`config.mk`:
```
export PLATFORM = sky130hd
export DESIGN_NAME = bfs_breaker_failure_supervision
export DESIGN_NICKNAME = d
export VERILOG_FILES = /design/src/bfs_pkg.sv /design/src/bfs_breaker_failure_supervision.sv
export VERILOG_INCLUDE_DIRS = /design/src
export SDC_FILE = /design/constraint.sdc
export NUM_CORES = 1
export LEC_CHECK = 0
export BUFFER_PORTS_ARGS = -buffer_cell sky130_fd_sc_hd__buf_2
export CAP_MARGIN = 20
export CORE_ASPECT_RATIO = 1.1
export CORE_MARGIN = 4
export CORE_UTILIZATION = 54
export DETAILED_ROUTE_END_ITERATION = 12
export GPL_TIMING_DRIVEN = 0
export PLACE_DENSITY = 0.81
export SLEW_MARGIN = 15
export SYNTH_ARGS = -nofsm -noshare
export SYNTH_HDL_FRONTEND = slang
export SYNTH_SLANG_ARGS = --single-unit
```
`constraint.sdc`:
```
create_clock -name clk -period 5 [get_ports clk]
set_clock_uncertainty 0.2 [all_clocks]
set_input_delay 0.5 -clock clk [delete_from_list [all_inputs] [get_ports clk]]
set_output_delay 0.5 -clock clk [all_outputs]
set_load 0.005 [all_outputs]
```
`src/bfs_consts.svh`:
```
// constants for the breaker failure supervision block
`ifndef BFS_CONSTS_SVH
`define BFS_CONSTS_SVH
`define BFS_CLK_HZ          50000000
`define BFS_SUP_TIME_MS     150
`define BFS_SUP_CYCLES      ((`BFS_SUP_TIME_MS * (`BFS_CLK_HZ / 1000)))
`define BFS_CUR_W           16
`define BFS_THRESH_RST      16'h0100
`define BFS_NUM_EXTRA       3
`endif

```
`src/bfs_pkg.sv`:
```
// types for the breaker failure supervision block
package bfs_pkg;
  typedef enum logic [1:0] {
    BFS_CURRENT,
    BFS_POSITION,
    BFS_COMBINED
  } bfs_scheme_t;
  typedef enum logic [1:0] {
    BFS_TRIG_ALL,
    BFS_TRIG_EXTERNAL,
    BFS_TRIG_OVERCURRENT,
    BFS_TRIG_NONE
  } bfs_trig_mode_t;
  typedef enum logic [1:0] {
    BFS_STANDBY,
    BFS_TIMING,
    BFS_REJECTED,
    BFS_TRIPPED
  } bfs_state_t;
endpackage

```
`src/bfs_breaker_failure_supervision.sv`:
```
// breaker failure supervision: trigger select, supervision timer, backup trip and lock
// Overview of operation
// - scheme selects current check, position check, or both combined
// - current scheme: failure when current stays at or above threshold to expiry
// - position scheme: failure when position never reports open before expiry
// - combined scheme: failure only if current high and position not open
// - trigger starts timer; timer keeps running after trigger drops
// - timer expiry without detected opening asserts backup trip output
// - detected opening per active scheme stops the timer
// - opening seen with triggers active enters rejected, stays while triggered
// - rejected returns to stand-by once all triggers drop
// - lock output set with trip, held after trip and triggers drop
// - lock clears only on operator acknowledgement
// - trigger source mode: all, external, overcurrent trips, or none
// - three extra trigger inputs also start supervision
`include "bfs_consts.svh"
module bfs_breaker_failure_supervision #(
  parameter int unsigned CUR_W      = `BFS_CUR_W,
  parameter int unsigned NUM_EXTRA  = `BFS_NUM_EXTRA,
  parameter int unsigned SUP_CYCLES = `BFS_SUP_CYCLES,
  parameter int unsigned CNT_W      = 24
) (
  input  wire logic                   clk,
  input  wire logic                   rstn,
  input  wire bfs_pkg::bfs_scheme_t    scheme,
  input  wire bfs_pkg::bfs_trig_mode_t trig_mode,
  input  wire logic [CNT_W-1:0]       failure_supervision_time,
  input  wire logic [CUR_W-1:0]       failure_current_threshold,
  input  wire logic [CUR_W-1:0]       phase_current,
  input  wire logic                   all_trip_cmd,
  input  wire logic                   external_trip_cmd,
  input  wire logic                   overcurrent_trip_cmd,
  input  wire logic [NUM_EXTRA-1:0]   extra_trigger_input,
  input  wire logic                   pos_open_pin,
  input  wire logic                   lock_ack,
  output logic                        failure_trip,
  output logic                        lock_out,
  output bfs_pkg::bfs_state_t         state_out
);

  // pins from the switchyard are asynchronous: two flops each; only the
  // second flop is ever read, so a metastable first stage cannot leak
  logic [NUM_EXTRA+3:0] pin_meta_reg;
  logic [NUM_EXTRA+3:0] pin_meta_next;
  logic [NUM_EXTRA+3:0] pin_sync_reg;
  logic [NUM_EXTRA+3:0] pin_sync_next;
  always_comb begin
    pin_meta_next = {extra_trigger_input, pos_open_pin, all_trip_cmd,
                     external_trip_cmd, overcurrent_trip_cmd};
    pin_sync_next = pin_meta_reg;
  end
  always_ff @(posedge clk) begin
    if (!rstn) begin
      pin_meta_reg <= '0;
      pin_sync_reg <= '0;
    end else begin
      pin_meta_reg <= pin_meta_next;
      pin_sync_reg <= pin_sync_next;
    end
  end

  logic [NUM_EXTRA-1:0] extra_s;
  logic                 pos_open_s;
  logic                 all_s;
  logic                 ext_s;
  logic                 oc_s;
  assign {extra_s, pos_open_s, all_s, ext_s, oc_s} = pin_sync_reg;

  // trigger source chosen by mode, ored with the extra inputs
  logic mode_trig;
  logic trig_any;
  always_comb begin
    unique case (trig_mode)
      bfs_pkg::BFS_TRIG_ALL:         mode_trig = all_s;
      bfs_pkg::BFS_TRIG_EXTERNAL:    mode_trig = ext_s;
      bfs_pkg::BFS_TRIG_OVERCURRENT: mode_trig = oc_s;
      bfs_pkg::BFS_TRIG_NONE:        mode_trig = 1'b0;
    endcase
  end
  assign trig_any = mode_trig | (|extra_s);

  // opening criteria per scheme; current compare is same-domain data
  logic cur_high;
  logic opened;
  assign cur_high = (phase_current >= failure_current_threshold);
  always_comb begin
    unique case (scheme)
      bfs_pkg::BFS_CURRENT:  opened = !cur_high;
      bfs_pkg::BFS_POSITION: opened = pos_open_s;
      bfs_pkg::BFS_COMBINED: opened = !cur_high || pos_open_s;
      default:               opened = !cur_high;
    endcase
  end

  // supervision state machine and timer
  bfs_pkg::bfs_state_t state_reg;
  bfs_pkg::bfs_state_t state_next;
  logic [CNT_W-1:0]    cnt_reg;
  logic [CNT_W-1:0]    cnt_next;
  logic                trip_reg;
  logic                trip_next;
  logic                lock_reg;
  logic                lock_next;
  logic                expire;
  // a zero supervision time is treated as one cycle
  assign expire = (cnt_reg + 1'b1 >= failure_supervision_time);

  always_comb begin
    state_next = state_reg;
    cnt_next   = cnt_reg;
    trip_next  = trip_reg;
    lock_next  = lock_reg;
    unique case (state_reg)
      bfs_pkg::BFS_STANDBY: begin
        trip_next = 1'b0;
        cnt_next  = '0;
        if (trig_any) begin
          state_next = bfs_pkg::BFS_TIMING;
        end
      end
      bfs_pkg::BFS_TIMING: begin
        // timer ignores trigger level: no restart, no extension
        if (opened) begin
          cnt_next   = '0;
          state_next = trig_any ? bfs_pkg::BFS_REJECTED
                                : bfs_pkg::BFS_STANDBY;
        end else if (expire) begin
          trip_next  = 1'b1;
          lock_next  = 1'b1;
          state_next = bfs_pkg::BFS_TRIPPED;
        end else begin
          cnt_next = cnt_reg + 1'b1;
        end
      end
      bfs_pkg::BFS_REJECTED: begin
        if (!trig_any) begin
          state_next = bfs_pkg::BFS_STANDBY;
        end
      end
      bfs_pkg::BFS_TRIPPED: begin
        // trip drops once the breaker opens and triggers fall back
        if (opened && !trig_any) begin
          trip_next  = 1'b0;
          state_next = bfs_pkg::BFS_STANDBY;
        end
      end
    endcase
    // ack loses to a fresh trip in the same cycle
    if (lock_ack && !(trip_next && !trip_reg)) begin
      lock_next = 1'b0;
    end
  end

  always_ff @(posedge clk) begin
    if (!rstn) begin
      state_reg <= bfs_pkg::BFS_STANDBY;
      cnt_reg   <= '0;
      trip_reg  <= 1'b0;
      lock_reg  <= 1'b0;
    end else begin
      state_reg <= state_next;
      cnt_reg   <= cnt_next;
      trip_reg  <= trip_next;
      lock_reg  <= lock_next;
    end
  end

  assign failure_trip = trip_reg;
  assign lock_out     = lock_reg;
  assign state_out    = state_reg;

  // independent length of the timing phase, read only by the checks below;
  // kept apart from cnt_reg so a counter fault cannot hide itself
  logic [CNT_W-1:0] timing_len_reg;
  logic [CNT_W-1:0] timing_len_next;
  always_comb begin
    timing_len_next = '0;
    if (state_reg == bfs_pkg::BFS_TIMING) begin
      timing_len_next = timing_len_reg + 1'b1;
    end
  end
  always_ff @(posedge clk) begin
    if (!rstn) begin
      timing_len_reg <= '0;
    end else begin
      timing_len_reg <= timing_len_next;
    end
  end

  // checks: lock and acknowledge
  a_trip_with_lock: assert property (@(posedge clk) disable iff (!rstn)
    $rose(trip_reg) |-> lock_reg)
    else $error("lock not set with trip");
  a_lock_holds: assert property (@(posedge clk) disable iff (!rstn)
    lock_reg && !lock_ack |=> lock_reg)
    else $error("lock dropped without ack");
  a_lock_ack_clears: assert property (@(posedge clk) disable iff (!rstn)
    lock_reg && lock_ack && !$rose(trip_next) && state_reg != bfs_pkg::BFS_TIMING
      |=> !lock_reg)
    else $error("ack did not clear lock");
  a_lock_from_trip: assert property (@(posedge clk) disable iff (!rstn)
    $rose(lock_reg) |-> $rose(trip_reg))
    else $error("lock set without trip");
  a_ack_set_wins: assert property (@(posedge clk) disable iff (!rstn)
    state_reg == bfs_pkg::BFS_TIMING && !opened && expire && lock_ack |=> lock_reg)
    else $error("ack beat a fresh trip");
  a_lock_needs_ack: assert property (@(posedge clk) disable iff (!rstn)
    $fell(lock_reg) |-> $past(lock_ack))
    else $error("lock cleared without ack");

  // checks: starting and running the timer
  a_start_standby: assert property (@(posedge clk) disable iff (!rstn)
    state_reg == bfs_pkg::BFS_STANDBY && trig_any |=> state_reg == bfs_pkg::BFS_TIMING)
    else $error("trigger did not start timer");
  a_timer_runs: assert property (@(posedge clk) disable iff (!rstn)
    state_reg == bfs_pkg::BFS_TIMING && !opened && !expire
      |=> cnt_reg == $past(cnt_reg) + 1'b1)
    else $error("timer not advancing");
  a_timing_entry: assert property (@(posedge clk) disable iff (!rstn)
    state_reg == bfs_pkg::BFS_TIMING && $past(state_reg) != bfs_pkg::BFS_TIMING
      |-> $past(state_reg) == bfs_pkg::BFS_STANDBY)
    else $error("timing entered from wrong state");
  a_timing_cnt_zero: assert property (@(posedge clk) disable iff (!rstn)
    state_reg == bfs_pkg::BFS_TIMING && $past(state_reg) == bfs_pkg::BFS_STANDBY
      |-> cnt_reg == '0)
    else $error("timer not started from zero");
  a_timing_bounded: assert property (@(posedge clk) disable iff (!rstn)
    state_reg == bfs_pkg::BFS_TIMING
      |-> timing_len_reg < failure_supervision_time || timing_len_reg == '0)
    else $error("timing outlasted supervision time");

  // checks: expiry and backup trip
  a_expire_trip: assert property (@(posedge clk) disable iff (!rstn)
    state_reg == bfs_pkg::BFS_TIMING && !opened && expire |=> trip_reg)
    else $error("no trip at expiry");
  a_trip_delay: assert property (@(posedge clk) disable iff (!rstn)
    $rose(trip_reg) && failure_supervision_time != '0
      |-> timing_len_reg == failure_supervision_time)
    else $error("trip not at supervision time");
  a_trip_state: assert property (@(posedge clk) disable iff (!rstn)
    trip_reg == (state_reg == bfs_pkg::BFS_TRIPPED))
    else $error("trip output out of step with state");
  a_trip_from_timing: assert property (@(posedge clk) disable iff (!rstn)
    $rose(trip_reg) |-> $past(state_reg) == bfs_pkg::BFS_TIMING)
    else $error("trip raised outside timing");
  a_trip_holds: assert property (@(posedge clk) disable iff (!rstn)
    state_reg == bfs_pkg::BFS_TRIPPED && !(opened && !trig_any) |=> trip_reg)
    else $error("trip dropped too early");
  a_trip_release: assert property (@(posedge clk) disable iff (!rstn)
    state_reg == bfs_pkg::BFS_TRIPPED && opened && !trig_any
      |=> !trip_reg && state_reg == bfs_pkg::BFS_STANDBY)
    else $error("trip not released after opening");

  // checks: opening per scheme and the rejected state
  a_open_stops: assert property (@(posedge clk) disable iff (!rstn)
    state_reg == bfs_pkg::BFS_TIMING && opened |=> !trip_reg && cnt_reg == '0)
    else $error("opening did not stop timer");
  a_current_open: assert property (@(posedge clk) disable iff (!rstn)
    scheme == bfs_pkg::BFS_CURRENT && state_reg == bfs_pkg::BFS_TIMING && !cur_high
      |=> state_reg != bfs_pkg::BFS_TIMING && !trip_reg)
    else $error("current drop did not stop timer");
  a_position_open: assert property (@(posedge clk) disable iff (!rstn)
    scheme == bfs_pkg::BFS_POSITION && state_reg == bfs_pkg::BFS_TIMING && pos_open_s
      |=> state_reg != bfs_pkg::BFS_TIMING && !trip_reg)
    else $error("open position did not stop timer");
  a_scheme_comb: assert property (@(posedge clk) disable iff (!rstn)
    scheme == bfs_pkg::BFS_COMBINED && state_reg == bfs_pkg::BFS_TIMING && !cur_high
      |=> !trip_reg)
    else $error("combined scheme tripped with low current");
  a_comb_pos_open: assert property (@(posedge clk) disable iff (!rstn)
    scheme == bfs_pkg::BFS_COMBINED && state_reg == bfs_pkg::BFS_TIMING && pos_open_s
      |=> !trip_reg)
    else $error("combined scheme tripped with open position");
  a_reject_hold: assert property (@(posedge clk) disable iff (!rstn)
    state_reg == bfs_pkg::BFS_REJECTED && trig_any
      |=> state_reg == bfs_pkg::BFS_REJECTED)
    else $error("left rejected while triggered");
  a_reject_entry: assert property (@(posedge clk) disable iff (!rstn)
    state_reg == bfs_pkg::BFS_REJECTED && $past(state_reg) != bfs_pkg::BFS_REJECTED
      |-> $past(state_reg) == bfs_pkg::BFS_TIMING)
    else $error("rejected entered from wrong state");
  a_reject_no_trip: assert property (@(posedge clk) disable iff (!rstn)
    state_reg == bfs_pkg::BFS_REJECTED |-> !trip_reg)
    else $error("trip while rejected");
  a_reject_cnt_zero: assert property (@(posedge clk) disable iff (!rstn)
    state_reg == bfs_pkg::BFS_REJECTED |-> cnt_reg == '0)
    else $error("timer left running in rejected");
  a_reject_exit: assert property (@(posedge clk) disable iff (!rstn)
    state_reg == bfs_pkg::BFS_REJECTED && !trig_any
      |=> state_reg == bfs_pkg::BFS_STANDBY)
    else $error("rejected did not return");

  // checks: trigger source selection
  a_trig_none: assert property (@(posedge clk) disable iff (!rstn)
    trig_mode == bfs_pkg::BFS_TRIG_NONE && extra_s == '0 |-> !trig_any)
    else $error("trigger with no source");
  a_trig_all: assert property (@(posedge clk) disable iff (!rstn)
    trig_mode == bfs_pkg::BFS_TRIG_ALL |-> trig_any == (all_s || extra_s != '0))
    else $error("all-trip mode picked wrong source");
  a_trig_ext: assert property (@(posedge clk) disable iff (!rstn)
    trig_mode == bfs_pkg::BFS_TRIG_EXTERNAL |-> trig_any == (ext_s || extra_s != '0))
    else $error("external mode picked wrong source");
  a_trig_oc: assert property (@(posedge clk) disable iff (!rstn)
    trig_mode == bfs_pkg::BFS_TRIG_OVERCURRENT |-> trig_any == (oc_s || extra_s != '0))
    else $error("overcurrent mode picked wrong source");
  a_extra_alone: assert property (@(posedge clk) disable iff (!rstn)
    extra_s != '0 |-> trig_any)
    else $error("extra input did not trigger");

  c_trip: cover property (@(posedge clk) disable iff (!rstn) $rose(trip_reg));
  c_comb_trip: cover property (@(posedge clk) disable iff (!rstn)
    scheme == bfs_pkg::BFS_COMBINED && $rose(trip_reg));
  c_reject: cover property (@(posedge clk) disable iff (!rstn)
    state_reg == bfs_pkg::BFS_REJECTED);
  c_ack: cover property (@(posedge clk) disable iff (!rstn) $fell(lock_reg));
  c_extra: cover property (@(posedge clk) disable iff (!rstn)
    state_reg == bfs_pkg::BFS_STANDBY && |extra_s);

endmodule

```
## Word level (Yosys, flattened, before mapping)

Cells that the tools add are included.

- Register bits: 42
- Input bits: 70
- Output and inout bits: 4

- Add/subtract/negate cells: 1
- Order comparisons: 2
- Eq/ne operators: 13
- Mux-type cells: 16
- Bitwise gates (word level): 3
- Reductions and logical operators: 16

Operator list:

| kind | count |
|---|---|
| 24-bit two-way mux | 2 |
| 24-bit case mux with 2 select lines | 1 |
| 24-bit by 1-bit adder with 24-bit output (second input constant) | 1 |
| 24-bit greater-or-equal comparator | 1 |
| 16-bit greater-or-equal comparator | 1 |
| 2-bit two-way mux | 6 |
| 2-bit == test (second input constant) | 5 |
| 2-bit case mux with 4 select lines | 1 |
| 2-bit by 1-bit == test with 1-bit output (second input constant) | 3 |
| 2-bit != test (second input constant) | 3 |
| 3-bit != test (second input constant) | 2 |
| 1-bit logical NOT | 4 |
| 2-bit logical NOT | 2 |
| 1-bit case mux with 4 select lines | 1 |
| 4-bit AND reduction | 1 |
| 1-bit logical AND | 3 |
| 1-bit two-way mux | 3 |
| 1-bit case mux with 3 select lines | 1 |
| 3-bit AND reduction | 1 |
| 3-bit OR reduction | 1 |
| 1-bit NOT | 2 |
| 1-bit case mux with 2 select lines | 1 |
| 2-bit AND reduction | 1 |
| 2-bit nonzero test | 1 |
| 3 further kinds | 3 |

## Depth between registers and ports, before layout

- Word-level depth: 11
- Mapped depth: 16
- Mapped depth without buffers: 15

## Worst setup path after synthesis

No wires, ideal clock.

- Kind: register -> register
- Start: reg cnt_reg[2]
- End: reg trip_reg, in the netlist failure_trip
- Setup time: 70 ps
- Data arrival time: 3,342 ps
- Required time: 4,730 ps
- Setup slack: 1,388 ps
- Cell stages (with the launch flop): 17
- Buffers on the path: 1
- Period minus slack after synthesis: 3,612 ps
- Path through: dfxtp_1 -> and3_1 -> and3_1 -> and3_1 -> nand3_1 -> or2_1 -> xor2_1 -> inv_1 -> ha_1 -> nand4_1 -> nor3_1 -> nor4b_1 -> a211oi_2 -> a21oi_2 -> buf_2 -> o221ai_1 -> a21oi_1

- Cells in the longest elaborated chain, start to end: 5

Ends and longest elaborated chain:

| item | line | text |
|---|---|---|
| start, declared | bfs_breaker_failure_supervision.sv:98 | `logic [CNT_W-1:0] cnt_reg;` |
| start signal, assigned | bfs_breaker_failure_supervision.sv:162 | `cnt_reg <= cnt_next;` |
| 24-bit by 1-bit adder with 24-bit output | bfs_breaker_failure_supervision.sv:106 | `assign expire = (cnt_reg + 1'b1 >= failure_supervision_time);` |
| 24-bit greater-or-equal comparator | bfs_breaker_failure_supervision.sv:106 |  |
| 1-bit two-way mux | bfs_breaker_failure_supervision.sv:127 | `end else if (expire) begin` |
| 1-bit two-way mux | bfs_breaker_failure_supervision.sv:123 | `if (opened) begin` |
| 1-bit case mux with 3 select lines | bfs_breaker_failure_supervision.sv:113 | `unique case (state_reg)` |
| end signal, assigned | bfs_breaker_failure_supervision.sv:163 | `trip_reg <= trip_next;` |
| end, declared | bfs_breaker_failure_supervision.sv:100 | `logic trip_reg;` |

Every way passes these cells.
A chain may end at the register's enable or synchronous reset.

## Worst setup path after layout

- Start: reg cnt_reg[0]
- End: reg trip_reg, in the netlist failure_trip

Same word-level chain as after synthesis.

==> reports/qor.csv <==
metric,value,unit
Final Hold Fails,0,
antenna violations before repair,0,
Die X,80.0,um
RSZ-0062 raised after global routing,no,
Mapped Area,3080,um^2
max_slew headroom,0.627,
row cnt,28,
peak supply drop,173,uV
I/O Buffers,73,
postcts setup bufs,0,
Die Ht,87.2,um
I/O pin count,74,
root buf cell,clkbuf_8,
r2r endpoint,failure_trip,
DRT iter0 DRCs,249,
iteration count of the initial detailed-routing pass,8,
via count,3094,
GPL Wtd Cong,0.863,
Fillers,479,
Critical R2R Launch,cnt_reg[0],
worst min path class,in2reg,
Mean Syn Cell Area,8.09,um^2
Max Slew Vio Count,0,
crit path launch,cnt_reg[0],
maxcap violations,0,
Placed Cells incl. Taps,529,
Synth Instances,381,
Layout Cells excl Fill,537,
via count of the first global-routing pass,2975,
CP arrival,4640,ps
clk buf depth,2,
htree depth,2,
share of layout cells above drive strength 1,0.206,
top_reg_cell synth,dfxtp_1,
"CTS clk-pin slew, worst paths",90,ps
Nets,574,
yosys warns,0,
total CTS buffers,5,
Synthesized Nets,494,
Initial Util,0.564,
detailed-route wire length,7.73,mm
DRC,0,
post-synthesis sequential area ratio,0.273,
R2R Setup Slk,390,ps
fmax,217,MHz
"Period Utilization, post-route",0.922,
post-DR vias/cell,5.76,
highest net fanout along the worst path,10,
clk_lat worst skew,300,ps
Seq cells post-synth,42,
"EDFF count, synth",0,
TritonCTS clock tree,done,
most frequent cells in the layout,"buf_2, inv_1, ha_1",
die area,6980,um^2
asr flop ratio synth,0,
clk sinks,42,
GRT Util Overall,0.225,
final setup vio count,0,
Diodes inserted,0,
critical path required time,5030,ps
Least-Margin Pin Slew,558,ps
crit path to,failure_trip,
total core area,5470,um^2
DP HPWL,5.91,mm
PnR worst setup slack,392,ps
PwrDens,215,nW/um^2
leak pwr,0.00176,uW
total power,791,uW
number of distinct library cells after synthesis,48,
worst reg2reg path depth,16,
status,finished clean,
fin util,0.674,
grt total ovfl,0,
pre-CTS WS,380,ps
Startpoint Class,flop,
DRT antenna net count,0,
largest net degree at the start of global routing,15,
max reg flops,24,
WL/cell,14.4,um
Setup TNS,0,ps
worst setup path class,reg2reg,
"most common cell after layout, fill and taps aside",buf_2,
Worst Setup End Kind,flop,
first-pass GRT wire length,12.8,mm
Final min period,4610,ps
area grow syn2layout,19.6,%
==> cell families after synthesis <==
| group | count (synthesis) | synth area share |
|---|---|---|
| fa+ha+maj | 43 | 0.175 |
| simple gates | 125 | 0.221 |
| compound gates | 85 | 0.186 |
| buf+inv | 63 | 0.0800 |
| mux | 1 | 0.00325 |
| xor+xnor | 22 | 0.0625 |
| flops | 42 | 0.273 |
==> Yosys cell counts (2+ instances only) <==
cell type / number / area share
nor2_1: 10 / 0.012
o221ai_1: 7 / 0.020
o21a_1: 2 / 0.0049
a211oi_1: 4 / 0.0097
o41ai_1: 2 / 0.0057
clkbuf_1: 12 / 0.015
nand3_1: 18 / 0.029
o31ai_1: 2 / 0.0049
and3_1: 8 / 0.016
o21ai_0: 11 / 0.018
inv_1: 48 / 0.058
xor2_1: 5 / 0.014
a21oi_1: 27 / 0.044
nand4_1: 20 / 0.041
and2_1: 14 / 0.028
nor3_1: 3 / 0.0049
nand2_1: 30 / 0.037
o221a_2: 2 / 0.0073
xnor2_1: 17 / 0.048
ha_1: 43 / 0.17
buf_2: 2 / 0.0032
dfxtp_1: 42 / 0.27
a21o_1: 3 / 0.0073
o211ai_1: 5 / 0.012
a211oi_2: 2 / 0.0081
or4_1: 6 / 0.015
nand2b_1: 5 / 0.010
o21ai_1: 5 / 0.0081
o22ai_1: 5 / 0.010
or3_1: 3 / 0.0061
==> stage by stage <==
step	cell area (um^2)	hold slack (ps)
global placement	3540	214
CTS	3680	204
global route	3680	200
finish	3680	205
floorplan	3080	212
detailed placement	3540	229
==> power by group <==
group	internal, uW	switching [uW]
Combinational	54.5	69.6
Clock	200	121
Sequential	342	4.48
Total	596	195
==> how the worst min path moves through the flow <==
stage                          from         endpoint  depth (start not counted)
2_1_floorplan       pin_meta_reg[0]  pin_sync_reg[0]                          1
3_3_place_gp        pin_meta_reg[5]  pin_sync_reg[5]                          1
3_5_place_dp        pin_meta_reg[4]  pin_sync_reg[4]                          1
4_1_cts           external_trip_cmd  pin_meta_reg[1]                          2
5_1_grt        overcurrent_trip_cmd  pin_meta_reg[0]                          2
6_report          external_trip_cmd  pin_meta_reg[1]                          2
==> critical path: stages, from the launching register on <==
cell	delay, ps
dfxtp_1	460
ha_1	260
nand3_1	280
nor3_2	380
nand2_1	220
nor2_1	170
xnor2_1	170
inv_1	70
ha_1	270
nand4_1	120
nor3_1	370
nor4b_2	420
a211oi_2	230
a21oi_2	310
buf_2	300
o221ai_1	150
a21oi_1	150
==> final cells by class <==
type	instances	area (um^2)	area share
Multi-Input combinational cell	276	2000	0.543
Sequential cell	42	841	0.228
Timing Repair Buffer	73	365	0.0992
Inverter	48	180	0.0489
Tap cell	75	93.8	0.0255
Clock buffer	5	68.8	0.0187
Clock inverter	3	68.8	0.0187
Buffer	15	66.3	0.0180
==> timing repair <==
| action | CTS | global route |
|---|---|---|
| setup endpoints to repair | 0 | 10 |
| hold buffers | 0 | 0 |
| resized for setup | 0 | 1 |
==> metal layers <==
layer / wire (um) / global-route usage
met1: 3000 / 0.266
met2: 3810 / 0.401
met3: 707 / 0.0352
met4: 207 / 0.0937
met5: 0 / 0
Note: power is estimated with default switching activity, not from simulation.
